## src/hw/crpsc_params.svh

```systemverilog
// timing constants, capture widths and special-cycle codes for the reset and power state controller
`ifndef CRPSC_PARAMS_SVH
`define CRPSC_PARAMS_SVH

// ----------------------------------------------------------------------------
// clock and timing
// ----------------------------------------------------------------------------
`define CRPSC_CLK_PERIOD_NS    10
`define CRPSC_OUT_RELEASE_CLKS 2
`define CRPSC_SYNC_STAGES      2

// ----------------------------------------------------------------------------
// acknowledge cycle codes and configuration capture
// ----------------------------------------------------------------------------
`define CRPSC_ACK_NONE      2'h0
`define CRPSC_ACK_STOPGRANT 2'h1
`define CRPSC_ACK_MGMT      2'h2
`define CRPSC_CFG_WIDTH     8
`define CRPSC_CFG_RESET     8'h00

`endif

```

## src/hw/crpsc_pkg.sv

```systemverilog
// types shared by the reset and power state controller
package crpsc_pkg;
    // one-hot power state codes
    typedef enum logic [4:0] {
        CRPSC_ST_RESET = 5'h01,
        CRPSC_ST_RUN   = 5'h02,
        CRPSC_ST_GRANT = 5'h04,
        CRPSC_ST_SLEEP = 5'h08,
        CRPSC_ST_MGMT  = 5'h10
    } crpsc_state_t;

    typedef logic [1:0] crpsc_ack_t;
endpackage : crpsc_pkg

```

## src/hw/crpsc_sync.sv

```systemverilog
// two-or-more stage level synchroniser into the bus clock domain
`timescale 1ns/1ps
`default_nettype none
module crpsc_sync #(
    parameter int STAGES = 2,
    parameter logic RESET_VAL = 1'b1
) (
    // clock and reset
    input  wire logic mclk,
    input  wire logic rst_n,
    // asynchronous level in, synchronised level out
    input  wire logic async_in,
    output var  logic sync_out
);
    logic [STAGES-1:0] chain_q;

    initial begin
        if (STAGES < 2) begin
            $error("crpsc_sync needs at least two stages");
        end
    end

    // only the next stage reads the first flop, to contain metastability
    always_ff @(posedge mclk or negedge rst_n) begin
        if (!rst_n) begin
            chain_q <= {STAGES{RESET_VAL}};
        end else begin
            chain_q <= {chain_q[STAGES-2:0], async_in};
        end
    end

    assign sync_out = chain_q[STAGES-1];
endmodule : crpsc_sync
`default_nettype wire

```

## src/hw/crpsc_ctrl.sv

```systemverilog
// reset, stop-grant, sleep and management-mode sequencing for the processor
//
// Overview of operation
// - cold init clears state and discards cache contents
// - bus outputs released within three clocks
// - capture configuration on cold init release
// - sleep in grant gates clocks, pll runs
// - sleep ignores snoops and interrupts
// - sleep release returns to grant, restarts clocks
// - clock-stop request enters grant, issues acknowledge
// - grant keeps snooping and servicing interrupts
// - clock-stop release restarts clocks, resumes execution
// - clock-stop is asynchronous, bus clock untouched
// - management interrupt saves state, acknowledges, runs handler
// - management interrupt at reset release floats outputs
`timescale 1ns/1ps
`default_nettype none
`include "crpsc_params.svh"
module crpsc_ctrl #(
    parameter int CFG_WIDTH   = `CRPSC_CFG_WIDTH,
    parameter int SYNC_STAGES = `CRPSC_SYNC_STAGES
) (
    // clock and reset
    input  wire logic                    mclk,
    input  wire logic                    rst_n,
    // platform control pins, asynchronous
    input  wire logic                    cold_init_n,
    input  wire logic                    supply_ok,
    input  wire logic                    clock_stop_request_n,
    input  wire logic                    sleep_request_n,
    input  wire logic                    sys_mgmt_irq_n,
    // bus pins sampled as power-on configuration
    input  wire logic [CFG_WIDTH-1:0]    cfg_pins,
    // core handshake: state saved on management entry
    input  wire logic                    mgmt_state_saved,
    // clock gating and core control
    output logic                         core_clk_en,
    output logic                         bus_clk_en,
    output logic                         irq_ctrl_clk_en,
    output logic                         snoop_en,
    output logic                         irq_accept_en,
    output logic                         cache_invalidate,
    output logic                         state_clear,
    output logic                         mgmt_save_req,
    output logic                         mgmt_exec_mode,
    output logic                         mgmt_handler_start,
    // bus output control and acknowledge cycles
    output logic                         bus_out_en,
    output logic                         outputs_float,
    output crpsc_pkg::crpsc_ack_t        ack_cycle,
    output logic [CFG_WIDTH-1:0]         cfg_latched,
    output crpsc_pkg::crpsc_state_t      power_state
);
    import crpsc_pkg::*;

    initial begin
        if (CFG_WIDTH < 1 || SYNC_STAGES < 2) begin
            $error("crpsc_ctrl: bad CFG_WIDTH or SYNC_STAGES");
        end
    end

    // ------------------------------------------------------------------------
    // input synchronisers
    // ------------------------------------------------------------------------
    logic init_s_n, pok_s, stop_s_n, slp_s_n, smi_s_n;
    logic [CFG_WIDTH-1:0] cfg_s;

    crpsc_sync #(.STAGES(SYNC_STAGES), .RESET_VAL(1'b0)) u_sync_init (.mclk(mclk), .rst_n(rst_n),
        .async_in(cold_init_n), .sync_out(init_s_n));
    crpsc_sync #(.STAGES(SYNC_STAGES), .RESET_VAL(1'b0)) u_sync_pok (.mclk(mclk), .rst_n(rst_n),
        .async_in(supply_ok), .sync_out(pok_s));
    crpsc_sync #(.STAGES(SYNC_STAGES), .RESET_VAL(1'b1)) u_sync_stop (.mclk(mclk), .rst_n(rst_n),
        .async_in(clock_stop_request_n), .sync_out(stop_s_n));
    crpsc_sync #(.STAGES(SYNC_STAGES), .RESET_VAL(1'b1)) u_sync_slp (.mclk(mclk), .rst_n(rst_n),
        .async_in(sleep_request_n), .sync_out(slp_s_n));
    crpsc_sync #(.STAGES(SYNC_STAGES), .RESET_VAL(1'b1)) u_sync_smi (.mclk(mclk), .rst_n(rst_n),
        .async_in(sys_mgmt_irq_n), .sync_out(smi_s_n));

    genvar gi;
    generate
        for (gi = 0; gi < CFG_WIDTH; gi++) begin : g_cfg_sync
            crpsc_sync #(.STAGES(SYNC_STAGES), .RESET_VAL(1'b0)) u_sync_cfg (.mclk(mclk), .rst_n(rst_n),
                .async_in(cfg_pins[gi]), .sync_out(cfg_s[gi]));
        end
    endgenerate

    // ------------------------------------------------------------------------
    // decode
    // ------------------------------------------------------------------------
    crpsc_state_t state_q, state_d;
    logic         init_prev_q;
    logic         float_q;
    logic [CFG_WIDTH-1:0] cfg_q;
    crpsc_ack_t   ack_q, ack_d;
    logic         saved_q;

    // the reset is treated as held while supply is not good
    wire in_reset    = ~init_s_n | ~pok_s;
    wire init_rise   = init_s_n & ~init_prev_q & pok_s;   // release edge of cold init
    wire stop_req    = ~stop_s_n;
    wire slp_req     = ~slp_s_n;
    wire smi_req     = ~smi_s_n;
    wire st_reset    = (state_q == CRPSC_ST_RESET);
    wire st_run      = (state_q == CRPSC_ST_RUN);
    wire st_grant    = (state_q == CRPSC_ST_GRANT);
    wire st_sleep    = (state_q == CRPSC_ST_SLEEP);
    wire st_mgmt     = (state_q == CRPSC_ST_MGMT);

    // ------------------------------------------------------------------------
    // power state machine
    // ------------------------------------------------------------------------
    // cold init overrides every state, sleep included
    always_comb begin
        state_d = state_q;
        ack_d   = `CRPSC_ACK_NONE;
        case (state_q)
            CRPSC_ST_RESET: begin
                if (init_rise && !smi_req) begin
                    state_d = CRPSC_ST_RUN;
                end
            end
            CRPSC_ST_RUN: begin // sleep request is not decoded here
                if (stop_req) begin
                    state_d = CRPSC_ST_GRANT;
                    ack_d   = `CRPSC_ACK_STOPGRANT;
                end else if (smi_req) begin
                    state_d = CRPSC_ST_MGMT;
                end
            end
            CRPSC_ST_GRANT: begin
                if (slp_req) begin
                    state_d = CRPSC_ST_SLEEP;
                end else if (!stop_req) begin
                    state_d = CRPSC_ST_RUN;
                end
            end
            CRPSC_ST_SLEEP: begin
                if (!slp_req) begin
                    state_d = CRPSC_ST_GRANT;
                end
            end
            CRPSC_ST_MGMT: begin
                if (stop_req) begin
                    state_d = CRPSC_ST_GRANT;
                    ack_d   = `CRPSC_ACK_STOPGRANT;
                end
            end
            default: begin
                state_d = CRPSC_ST_RESET;
            end
        endcase
        if (in_reset) begin
            state_d = CRPSC_ST_RESET;
            ack_d   = `CRPSC_ACK_NONE;
        end
    end

    // management entry acknowledge goes out once the core reports state saved
    wire mgmt_ack_fire = st_mgmt & mgmt_state_saved & ~saved_q & ~in_reset;

    always_ff @(posedge mclk or negedge rst_n) begin
        if (!rst_n) begin
            state_q     <= CRPSC_ST_RESET;
            ack_q       <= `CRPSC_ACK_NONE;
            init_prev_q <= 1'b0;
            saved_q     <= 1'b0;
        end else begin
            state_q     <= state_d;
            ack_q       <= mgmt_ack_fire ? `CRPSC_ACK_MGMT : ack_d;
            init_prev_q <= init_s_n;
            saved_q     <= st_mgmt & (saved_q | mgmt_state_saved);
        end
    end

    // ------------------------------------------------------------------------
    // configuration capture and output float
    // ------------------------------------------------------------------------
    // capture on the release edge; float is held until the next cold init
    always_ff @(posedge mclk or negedge rst_n) begin
        if (!rst_n) begin
            cfg_q   <= CFG_WIDTH'(`CRPSC_CFG_RESET);
            float_q <= 1'b0;
        end else begin
            if (init_rise) begin
                cfg_q <= cfg_s;
            end
            if (in_reset) begin
                float_q <= 1'b0;
            end else if (init_rise && smi_req) begin
                float_q <= 1'b1;
            end
        end
    end

    // ------------------------------------------------------------------------
    // outputs
    // ------------------------------------------------------------------------
    // pll is never gated here; bus clock and unit clocks are
    assign core_clk_en        = st_run | st_mgmt;
    assign bus_clk_en         = ~st_sleep & ~st_reset;
    assign irq_ctrl_clk_en    = ~st_sleep & ~st_reset;
    assign snoop_en           = st_run | st_grant | st_mgmt;
    assign irq_accept_en      = st_run | st_grant;
    assign cache_invalidate   = st_reset;
    assign state_clear        = st_reset;
    assign mgmt_save_req      = st_mgmt & ~saved_q;
    assign mgmt_exec_mode     = st_mgmt;
    assign mgmt_handler_start = st_mgmt & saved_q & (ack_q == `CRPSC_ACK_NONE);
    // two sync flops and the state register give the release within three clocks of the pin
    assign bus_out_en         = ~st_reset & ~float_q;
    assign outputs_float      = float_q;
    assign ack_cycle          = ack_q;
    assign cfg_latched        = cfg_q;
    assign power_state        = state_q;
endmodule : crpsc_ctrl
`default_nettype wire

```

## config.mk

```make
export PLATFORM = sky130hd
export DESIGN_NAME = crpsc_ctrl
export DESIGN_NICKNAME = d
export VERILOG_FILES = /design/src/hw/crpsc_pkg.sv /design/src/hw/crpsc_sync.sv /design/src/hw/crpsc_ctrl.sv
export VERILOG_INCLUDE_DIRS = /design/src /design/src/hw
export SDC_FILE = /design/constraint.sdc
export NUM_CORES = 1
export LEC_CHECK = 0
export ABC_AREA = 1
export BUFFER_PORTS_ARGS = -buffer_cell sky130_fd_sc_hd__buf_2
export CORE_MARGIN = 2
export CORE_UTILIZATION = 46
export CTS_CLUSTER_SIZE = 30
export DETAILED_ROUTE_END_ITERATION = 12
export GPL_TIMING_DRIVEN = 0
export HOLD_SLACK_MARGIN = 0.03
export PLACE_DENSITY = 0.74
export SKIP_CTS_REPAIR_TIMING = 1
export SLEW_MARGIN = 30
export SYNTH_ARGS = -nofsm -noshare
export SYNTH_HDL_FRONTEND = slang
export SYNTH_HIERARCHICAL = 1
export SYNTH_SLANG_ARGS = --single-unit
```

## constraint.sdc

```tcl
create_clock -name mclk -period 1.2 [get_ports mclk]
set_input_delay 0.24 -clock mclk [delete_from_list [all_inputs] [get_ports mclk]]
set_output_delay 0.24 -clock mclk [all_outputs]
set_load 0.05 [all_outputs]
```

---- Word level (Yosys, flattened, before mapping) ----
Cells that the tools add are included.
word-level totals
  memories ................................ 0
  bits in read-only memories .............. 0
  word-level logic and storage cells ...... 75
  register bits ........................... 44
  output and inout port bits .............. 27
  bits in latches ......................... 0
  bits in writable memories ............... 0
cells by class
  $lt $le $gt $ge ......................... 0
  bitwise logic cells ..................... 25
  shift-type cells ........................ 0
  muxes and demuxes ....................... 15
  $add $sub $neg .......................... 0
  reductions and logical operators ........ 6
  $mul .................................... 0
  divide/modulo/power cells ............... 0
  equality and inequality tests ........... 10
operator list
  cell                count
  $mux 5              8
  $pmux 5 s5          1
  $and 1x1->1         11
  $not 1->1           9
  $ne 4x4->1 const B  2
  $mux 2              3
  $ne 3x2->1 const B  2
  $eq 5x1->1 const B  1
  $eq 5x2->1 const B  1
  $eq 5x3->1 const B  1
  $eq 5x4->1 const B  1
  $eq 5x5->1 const B  1
  $or 1x1->1          5
  $reduce_and 5->1    1
  $mux 1              3
  $ne 3x3->1 const B  1
  $logic_and 1x1->1   2
  $logic_not 2->1     1
  $reduce_bool 2->1   1
  $reduce_or 2->1     1

---- Longest topological paths before layout ----
Gate-level depths: netlist (run 1).
  depth in word-level cells ............... 7
  gate-level depth with buffers ........... 10
  mapped depth without buffers ............ 10

---- Modules after synthesis ----
Netlist (run 1), hierarchy kept.
modules (own cells, without submodules)
  module                                      times used  cells each  area an instance (um2)
  crpsc_ctrl                                  1           107         955.9
  crpsc_sync at g_cfg_sync[0].u_sync_cfg ...  10          2           50.0
  crpsc_sync at u_sync_slp ...                3           2           52.6

---- Least setup slack after synthesis (run 1) ----
No wires, ideal clock.
  path kind ............................... reg-to-output
  from .................................... register state_q[4], in the netlist power_state[4]
  to ...................................... output mgmt_handler_start
  cell stages (with the launch flop) ...... 5
  data required time ...................... 0.960 ns
  setup slack ............................. -1.447 ns
  buffers on the path ..................... 0
  data arrival time ....................... 2.407 ns
  cells stage by stage .................... dfrtp_1 -> inv_1 -> nor2_4 -> nand2_1 -> nor3_1
between the ends
  cells in the longest elaborated chain, start to end .. 3
RTL lines
  what                      line               RTL
  start, declared           crpsc_ctrl.sv:90   crpsc_state_t state_q, state_d;
  start signal, assigned    crpsc_ctrl.sv:168  state_q <= state_d;
  $eq 5x5->1                crpsc_ctrl.sv:107  wire st_mgmt = (state_q == CRPSC_ST_MGMT);
  via mgmt_exec_mode        crpsc_ctrl.sv:45   output logic mgmt_exec_mode,
  $and 1x1->1 (2 in a row)  crpsc_ctrl.sv:208  assign mgmt_handler_start = st_mgmt & saved_q & (ack_q == `CRPSC_ACK_NONE);
  end, declared             crpsc_ctrl.sv:46   output logic mgmt_handler_start,
The timed path passes the listed nets, and every way through them passes these cells.

---- Worst setup path after layout (run 1) ----
  from .................................... register state_q[0], in the netlist power_state[0]
  to ...................................... output irq_ctrl_clk_en
between the ends
  cells in the longest elaborated chain, start to end .. 3
RTL lines
  what                                      line                                  RTL
  $eq 5x4->1 or $eq 5x1->1 (tied branches)  crpsc_ctrl.sv:106, crpsc_ctrl.sv:103
  $not 1->1                                 crpsc_ctrl.sv:201                     assign irq_ctrl_clk_en = ~st_sleep & ~st_reset;
  $and 1x1->1 (*)                           crpsc_ctrl.sv:201
  end, declared                             crpsc_ctrl.sv:39                      output logic irq_ctrl_clk_en,
Mark *: on every way between the ends. The rest lies on a longest branch, timed or not.

==> results of run 1 <==
==> path summary, 6_finish.rpt <==
path                                            startpoint                              end  slack [ns]  depth (start not counted)
min in group asynchronous                            rst_n       cfg_latched[2]$_DFFE_PN0N_        0.40                          2
max reg2reg                     power_state[0]$_DFFE_PN1P_       power_state[4]$_DFFE_PN0P_       -0.40                          9
min                                       mgmt_state_saved           ack_cycle[1]$_DFF_PN0_        0.13                          3
max in group asynchronous                            rst_n       power_state[1]$_DFFE_PN0P_        0.39                          2
max                             power_state[0]$_DFFE_PN1P_                  irq_ctrl_clk_en       -0.74                          5
min reg2reg                u_sync_slp/chain_q[0]$_DFF_PN1_  u_sync_slp/chain_q[1]$_DFF_PN1_        0.36                          0
==> kinds of logic (layout without fill, tap and decap cells) <==
logic type             Yosys count  count (layout)  synth area share
AOI/OAI and AO/OA                5               5            0.0194
buffers and inverters           14              87            0.0372
DFF                             44              44             0.688
muxes                            8               8            0.0558
and+or+nand+nor                 62              63             0.200
==> routing by layer <==
metal	GRT usage	part of all wire	vias to the layer above
li1	-	-	572
met1	0.190	0.39	575
met2	0.249	0.55	40
met3	0.0607	0.049	2
met4	0.0815	0.0080	0
met5	0	0	-
==> power groups by stage <==
| stage | clock (mW) | sequential [mW] | combinational [mW] |
|---|---|---|---|
| floorplan | 0 | 1.88 | 0.244 |
| global placement | 0 | 1.67 | 0.601 |
| detailed placement | 0 | 1.68 | 0.611 |
| CTS | 0.981 | 1.65 | 0.612 |
| global route | 1.05 | 1.68 | 0.828 |
| finish | 0.944 | 1.67 | 0.787 |
==> layout make-up <==
class                      count  area share
inverter                      12      0.0209
sequential                    44       0.456
clock inverter                 2      0.0158
buffer                         2     0.00917
timing repair buffer          65       0.232
multi-input combinational     76       0.222
tap                           46      0.0234
clock buffer                   6      0.0209
==> registers in the layout, indices dropped and copies added, names as in the netlist <==
register	count
u_sync_pok/chain_q	2
saved_q	1
power_state	5
outputs_float	1
g_cfg_sync.u_sync_cfg/chain_q	16
u_sync_slp/chain_q	2
init_prev_q	1
ack_cycle	2
u_sync_smi/chain_q	2
cfg_latched	8
u_sync_init/chain_q	2
u_sync_stop/chain_q	2
==> worst reg2reg max path, cell delays in order (launching register included) <==
cell,delay [ns]
dfstp_4,0.69
nand2_1,0.11
nor2_4,0.22
buf_4,0.15
nand2_2,0.07
nand2_1,0.08
nor2_1,0.05
nand2_2,0.07
nand2_1,0.05
nand2_1,0.06
==> layout by cell type (no fill, tap or decap) <==
cell and count:
dfrtp_1 33, buf_6 23, buf_2 16, dlygate4sd3_1 14, nor2_1 13, nand2_1 12
buf_4 11, nand2_2 9, mux2_2 8, inv_1 7, nand3_1 7, clkbuf_4 7
nor2_4 6, dfstp_2 6, nand2_4 5, nand3_2 4, dfrtp_2 4, inv_2 3
nor2_2 3, nor3_4 2, o21ai_0 2, inv_4 1, nand4_1 1, clkinvlp_4 1
nand3_4 1, a21oi_1 1, o21ai_2 1, a21boi_1 1, bufinv_16 1, clkinv_4 1
clkbuf_8 1, buf_8 1, dfstp_4 1
==> metrics by stage <==
stage	setup TNS, ns	total power [mW]	cell area, sq um	utilization
2_1_floorplan	-6.07	2.12	1700	-
3_3_place_gp	-4.63	2.27	1970	0.586
3_5_place_dp	-5.05	2.29	1970	0.586
4_1_cts	-11.28	3.25	2060	0.613
5_1_grt	-11.21	3.56	2450	0.730
6_report	-8.90	3.40	2450	0.730
==> impl_metrics.csv, run 1 <==
group,metric,value,unit
run_status,run_status,"finished with violations",
power,clockPowerShare,0.278,
sta,slew_viol_final,0,
yosys,synth.yosys.seq_area_share,0.688,
power,power_density,1390,nW/um^2
yosys,syn_area,1610,sq um
yosys,synth_edf_count,0,
setup_path,slowest_stage,"dfstp_4",
sta,max_freq,515,MHz
sta,relSlewSlack,0.649,
drt,drt-pass1-iter-count,4,
placed_design,dp.cells,221,
worst_hold_path,hold_class,"in -> reg",
sta,setup_ws,-0.740,ns
sta,rsz0062_at_grt,"true",
yosys,ys_types,19,
placed_design,portBuffers,42,
clock_network,clk_pin_slew_worst_paths,0.13,ns
placed_design,place_congestion,0.866,
setup_path,arrival,1.70,ns
setup_path,path_cells,"nand4_1 -> nand2_2 -> clkinvlp_4 -> buf_6 -> buf_6",
clock_network,numCtsBuffers,5,
cells_and_area,ff_latch_area,1120,sq um
yosys,synthFlopType,"dfrtp_1",
setup_path,cp-end-kind,"output port",
drt,wl_per_cell,12.9,um
clock_network,clk_latency,0.35,ns
grt,track_usage,0.158,
setup_path,crit_family,"flip-flops",
sta,fin_crit_sh,1.62,
clock_network,cts_sinks,44,
drt,antenna_left,0,
yosys,synth.most_common_cell,"dfrtp_1",
grt,grt_pass1_vias,1064,
sta,finalHoldViolations,0,
yosys,synthTopCellsByCount,"dfrtp_1 (37), nand2_1 (18), nor2_1 (15)",
setup_path,required,0.96,ns
yosys,synthArstFlopShare,1.00,
drt,wl,3270,um
placed_design,pre_cts_slack,-0.466,ns
cells_and_area,drive_gt1_frac,0.560,
floorplan,die_area,4000,sq um
yosys,synth_fp_nets,149,
cells_and_area,instances_no_fill,253,
drt,via_per_inst,4.70,
run,drv_cap,0,
yosys,yosysTopAreaCell,"dfrtp_1",
drt,num_vias,1189,
grt,grt_antenna_before_repair,0,
cells_and_area,num-fill-cells,242,
floorplan,ios,43,
power,vdd_drop_max,1.23,mV
clock_network,cts-root-buf,"clkbuf_4",
setup_path,worstSetupPathType,"reg -> out",
yosys,syn_inst,133,
grt,grt_pass1_wl,4690,um
floorplan,core,3360,sq um
cells_and_area,diodes,0,
cells_and_area,nets,222,
sta,finalCriticalPeriod,1.94,ns
cells_and_area,syn2layout_area_growth,52.1,%
floorplan,std_cell_rows,21,
floorplan,start_util,0.480,
clock_network,clock_path_buffers,2,
setup_path,worst_setup_path_start_kind,"flop",
clock_network,cts_tree,"yes",
setup_path,cp_common_cell,"buf_6",
yosys,netlist.area_leader.share,0.574,
drt,drt_first_iter_violations,39,
sta,worst_slew_pin_slew,0.526,ns
power,p_sw,989,uW
floorplan,chipWidth,63.2,um
drt,remaining_drc_errors,0,
yosys,ys_warn_count,6,
sta,setup_violations,24,
yosys,ys_seq_elements,44,
power,switching_share,0.291,
clock_network,h-tree-depth,2,
yosys,synth_area_per_cell,12.1,sq um
power,intPower,2.41,mW
grt,overflow,0,
sta,fin_skew,0.0176,ns
power,p_seq_frac,0.491,
setup_path,cpPeakStageDelay,0.69,ns
setup_path,critPathMaxFanout,7,
placed_design,place_hpwl,2090,um
power,combPwrFrac,0.231,
floorplan,die_y,63.2,um
cells_and_area,multi_input_area,546,sq um
power,p_leak,1.20,nW
grt,grt_max_degree,45,
run_status,violations,"negative setup slack",
sta,whs,0.128,ns
yosys,ys_top_cells_by_area,"dfrtp_1 (57%), dfstp_2 (11%), mux2_2 (5.6%), nand2_1 (4.2%), nor2_1 (3.5%)",
setup_path,critPathBufInv,3,
Power figures use the tool's default switching activity.
==> run 2, diff against run 1 <==
CELL_PAD_IN_SITES_DETAIL_PLACEMENT = 1   (was unset)
CELL_PAD_IN_SITES_GLOBAL_PLACEMENT = 1   (was unset)
CORE_UTILIZATION = 36   (was 46)
PLACE_DENSITY = unset   (was 0.74)
PLACE_DENSITY_LB_ADDON = 0.1   (was unset)
==> run 2 against run 1 <==
  * The run still ends with negative setup slack left
  * Critical path depth did not move
  * Setup slack improved by 0.052 ns
  * First-iteration DRC count fell by 15%
  * Clock skew fell by 0.011 ns
  * Cell area fell by 1.7%
  * Critical endpoint unchanged
  * Via count rose by 1.2%
==> impl_metrics.csv, run 2 (synthesis gave the netlist of run 1 again) <==
group,metric,value,unit
run_status,run_status,"finished with violations",
run_status,violations,"negative setup slack",
clock_network,clk_pin_slew_worst_paths,0.08,ns
clock_network,cts-root-buf,"clkbuf_8",
floorplan,std_cell_rows,24,
clock_network,h-tree-depth,2,
power,total_power,3.61,mW
cells_and_area,final_cell_mix,"dfrtp_1 (32), buf_2 (21), buf_4 (15)",
sta,setup_ws,-0.688,ns
sta,finalHoldViolations,0,
power,power_density,1500,nW/um^2
placed_design,place_congestion,0.774,
setup_path,r2r_slack,-0.48,ns
clock_network,clock_path_buffers,2,
drt,drt_first_iter_violations,33,
clock_network,numCtsBuffers,5,
drt,num_vias,1203,
setup_path,worst_setup_path_start_kind,"flop",
sta,worst_slew_pin_slew,0.540,ns
cells_and_area,syn2layout_area_growth,49.5,%
sta,max_freq,530,MHz
cells_and_area,diodes,0,
floorplan,ios,43,
drt,via_per_inst,4.79,
placed_design,place_hpwl,2410,um
drt,wl,3590,um
setup_path,critPathMaxFanout,7,
grt,grt_antenna_before_repair,0,
clock_network,cts_sinks,44,
drt,remaining_drc_errors,0,
cells_and_area,num-fill-cells,453,
sta,fin_skew,0.00641,ns
sta,relSlewSlack,0.640,
cells_and_area,top_register,"g_cfg_sync.u_sync_cfg/chain_q",
setup_path,cp-end-kind,"output port",
grt,track_usage,0.138,
cells_and_area,final_core_utilization,0.558,
floorplan,die_y,71.0,um
drt,antenna_left,0,
power,p_leak,1.17,nW
sta,finalCriticalPeriod,1.89,ns
cells_and_area,final_common_cell,"dfrtp_1",
clock_network,cts_tree,"yes",
grt,overflow,0,
sta,fin_crit_sh,1.57,
cells_and_area,nets,214,
floorplan,start_util,0.373,
sta,setup_violations,20,
grt,grt_max_degree,45,
sta,slew_viol_final,0,
sta,rsz0062_at_grt,"true",
worst_hold_path,hold_class,"in -> reg",
setup_path,required,0.96,ns
run,drv_cap,0,
floorplan,core,4320,sq um
setup_path,worstSetupPathType,"reg -> out",
drt,wl_per_cell,14.3,um
placed_design,portBuffers,42,
setup_path,arrival,1.65,ns
cells_and_area,largest_register_ffs,16,
clock_network,clk_latency,0.30,ns
grt,grt_pass1_wl,5380,um
floorplan,die_area,5040,sq um
drt,drt-pass1-iter-count,4,
power,vdd_drop_max,0.903,mV
cells_and_area,drive_gt1_frac,0.638,
floorplan,chipWidth,71.0,um
grt,grt_pass1_vias,1165,
run 2: cell types whose count changed in the layout (fill, tap and decap cells not counted), sizes merged:
cell / before / now
dlygate4sd3: 14 / 1
buf: 51 / 52
clkbuf: 8 / 12
run 2: final timing paths:
path                                                               start                                       endpoint  cells after the start
setup / recovery                              power_state[0]$_DFFE_PN1P_                                irq_ctrl_clk_en                      5
hold / removal                                            sys_mgmt_irq_n                u_sync_smi/chain_q[0]$_DFF_PN1_                      1
setup reg to reg                              power_state[0]$_DFFE_PN1P_                     power_state[1]$_DFFE_PN0P_                      9
hold reg to reg            g_cfg_sync[0].u_sync_cfg/chain_q[0]$_DFF_PN0_  g_cfg_sync[0].u_sync_cfg/chain_q[1]$_DFF_PN0_                      0
max in group asynchronous                                          rst_n                      outputs_float$_DFFE_PN0P_                      2
min in group asynchronous                                          rst_n                u_sync_pok/chain_q[0]$_DFF_PN0_                      2
run 2: per-layer routing:
metal	track usage	share of wire	routed length [um]	vias to the layer above
met3	0.0427	0.054	193	7
li1	-	-	-	554
met4	0.0503	0.019	69	0
met2	0.231	0.51	1830	37
met5	0	0	0	-
met1	0.170	0.42	1500	605
run 2: final cells by class:
class                           instances  area (sq um)  share of cell area
Inverter                               12          51.3              0.0213
Sequential cell                        44          1120               0.464
Clock buffer                            6          82.6              0.0342
Multi-Input combinational cell         76           591               0.245
Tap cell                               52          65.1              0.0270
Buffer                                  2          22.5             0.00934
Timing Repair Buffer                   57           442               0.183
Clock inverter                          2          38.8              0.0161
run 2: worst max-delay path, cell delays in order, from the launching register on:
cell and delay (ns):
dfstp_4 0.69, nand4_1 0.17, nand2_2 0.14, clkinvlp_4 0.10
buf_6 0.11, buf_6 0.14
run 2: power by group:
part	switching [mW]	internal, mW
logic	0.497	0.281
clock network	0.496	0.680
registers	0.0585	1.60
total	1.05	2.56
run 2: per-stage QoR:
step	setup TNS [ns]	worst slack (ns)	hold slack, ns	instances	instance area, sq um
after floorplan	-6.07	-0.751	-0.0556	133	1700
after global placement	-5.36	-0.471	0.333	227	1980
after detailed placement	-5.87	-0.480	0.336	227	1980
after CTS	-10.46	-0.819	0.0292	235	2100
after global routing	-10.27	-0.740	0.0308	251	2410
final	-8.79	-0.688	0.0374	251	2410
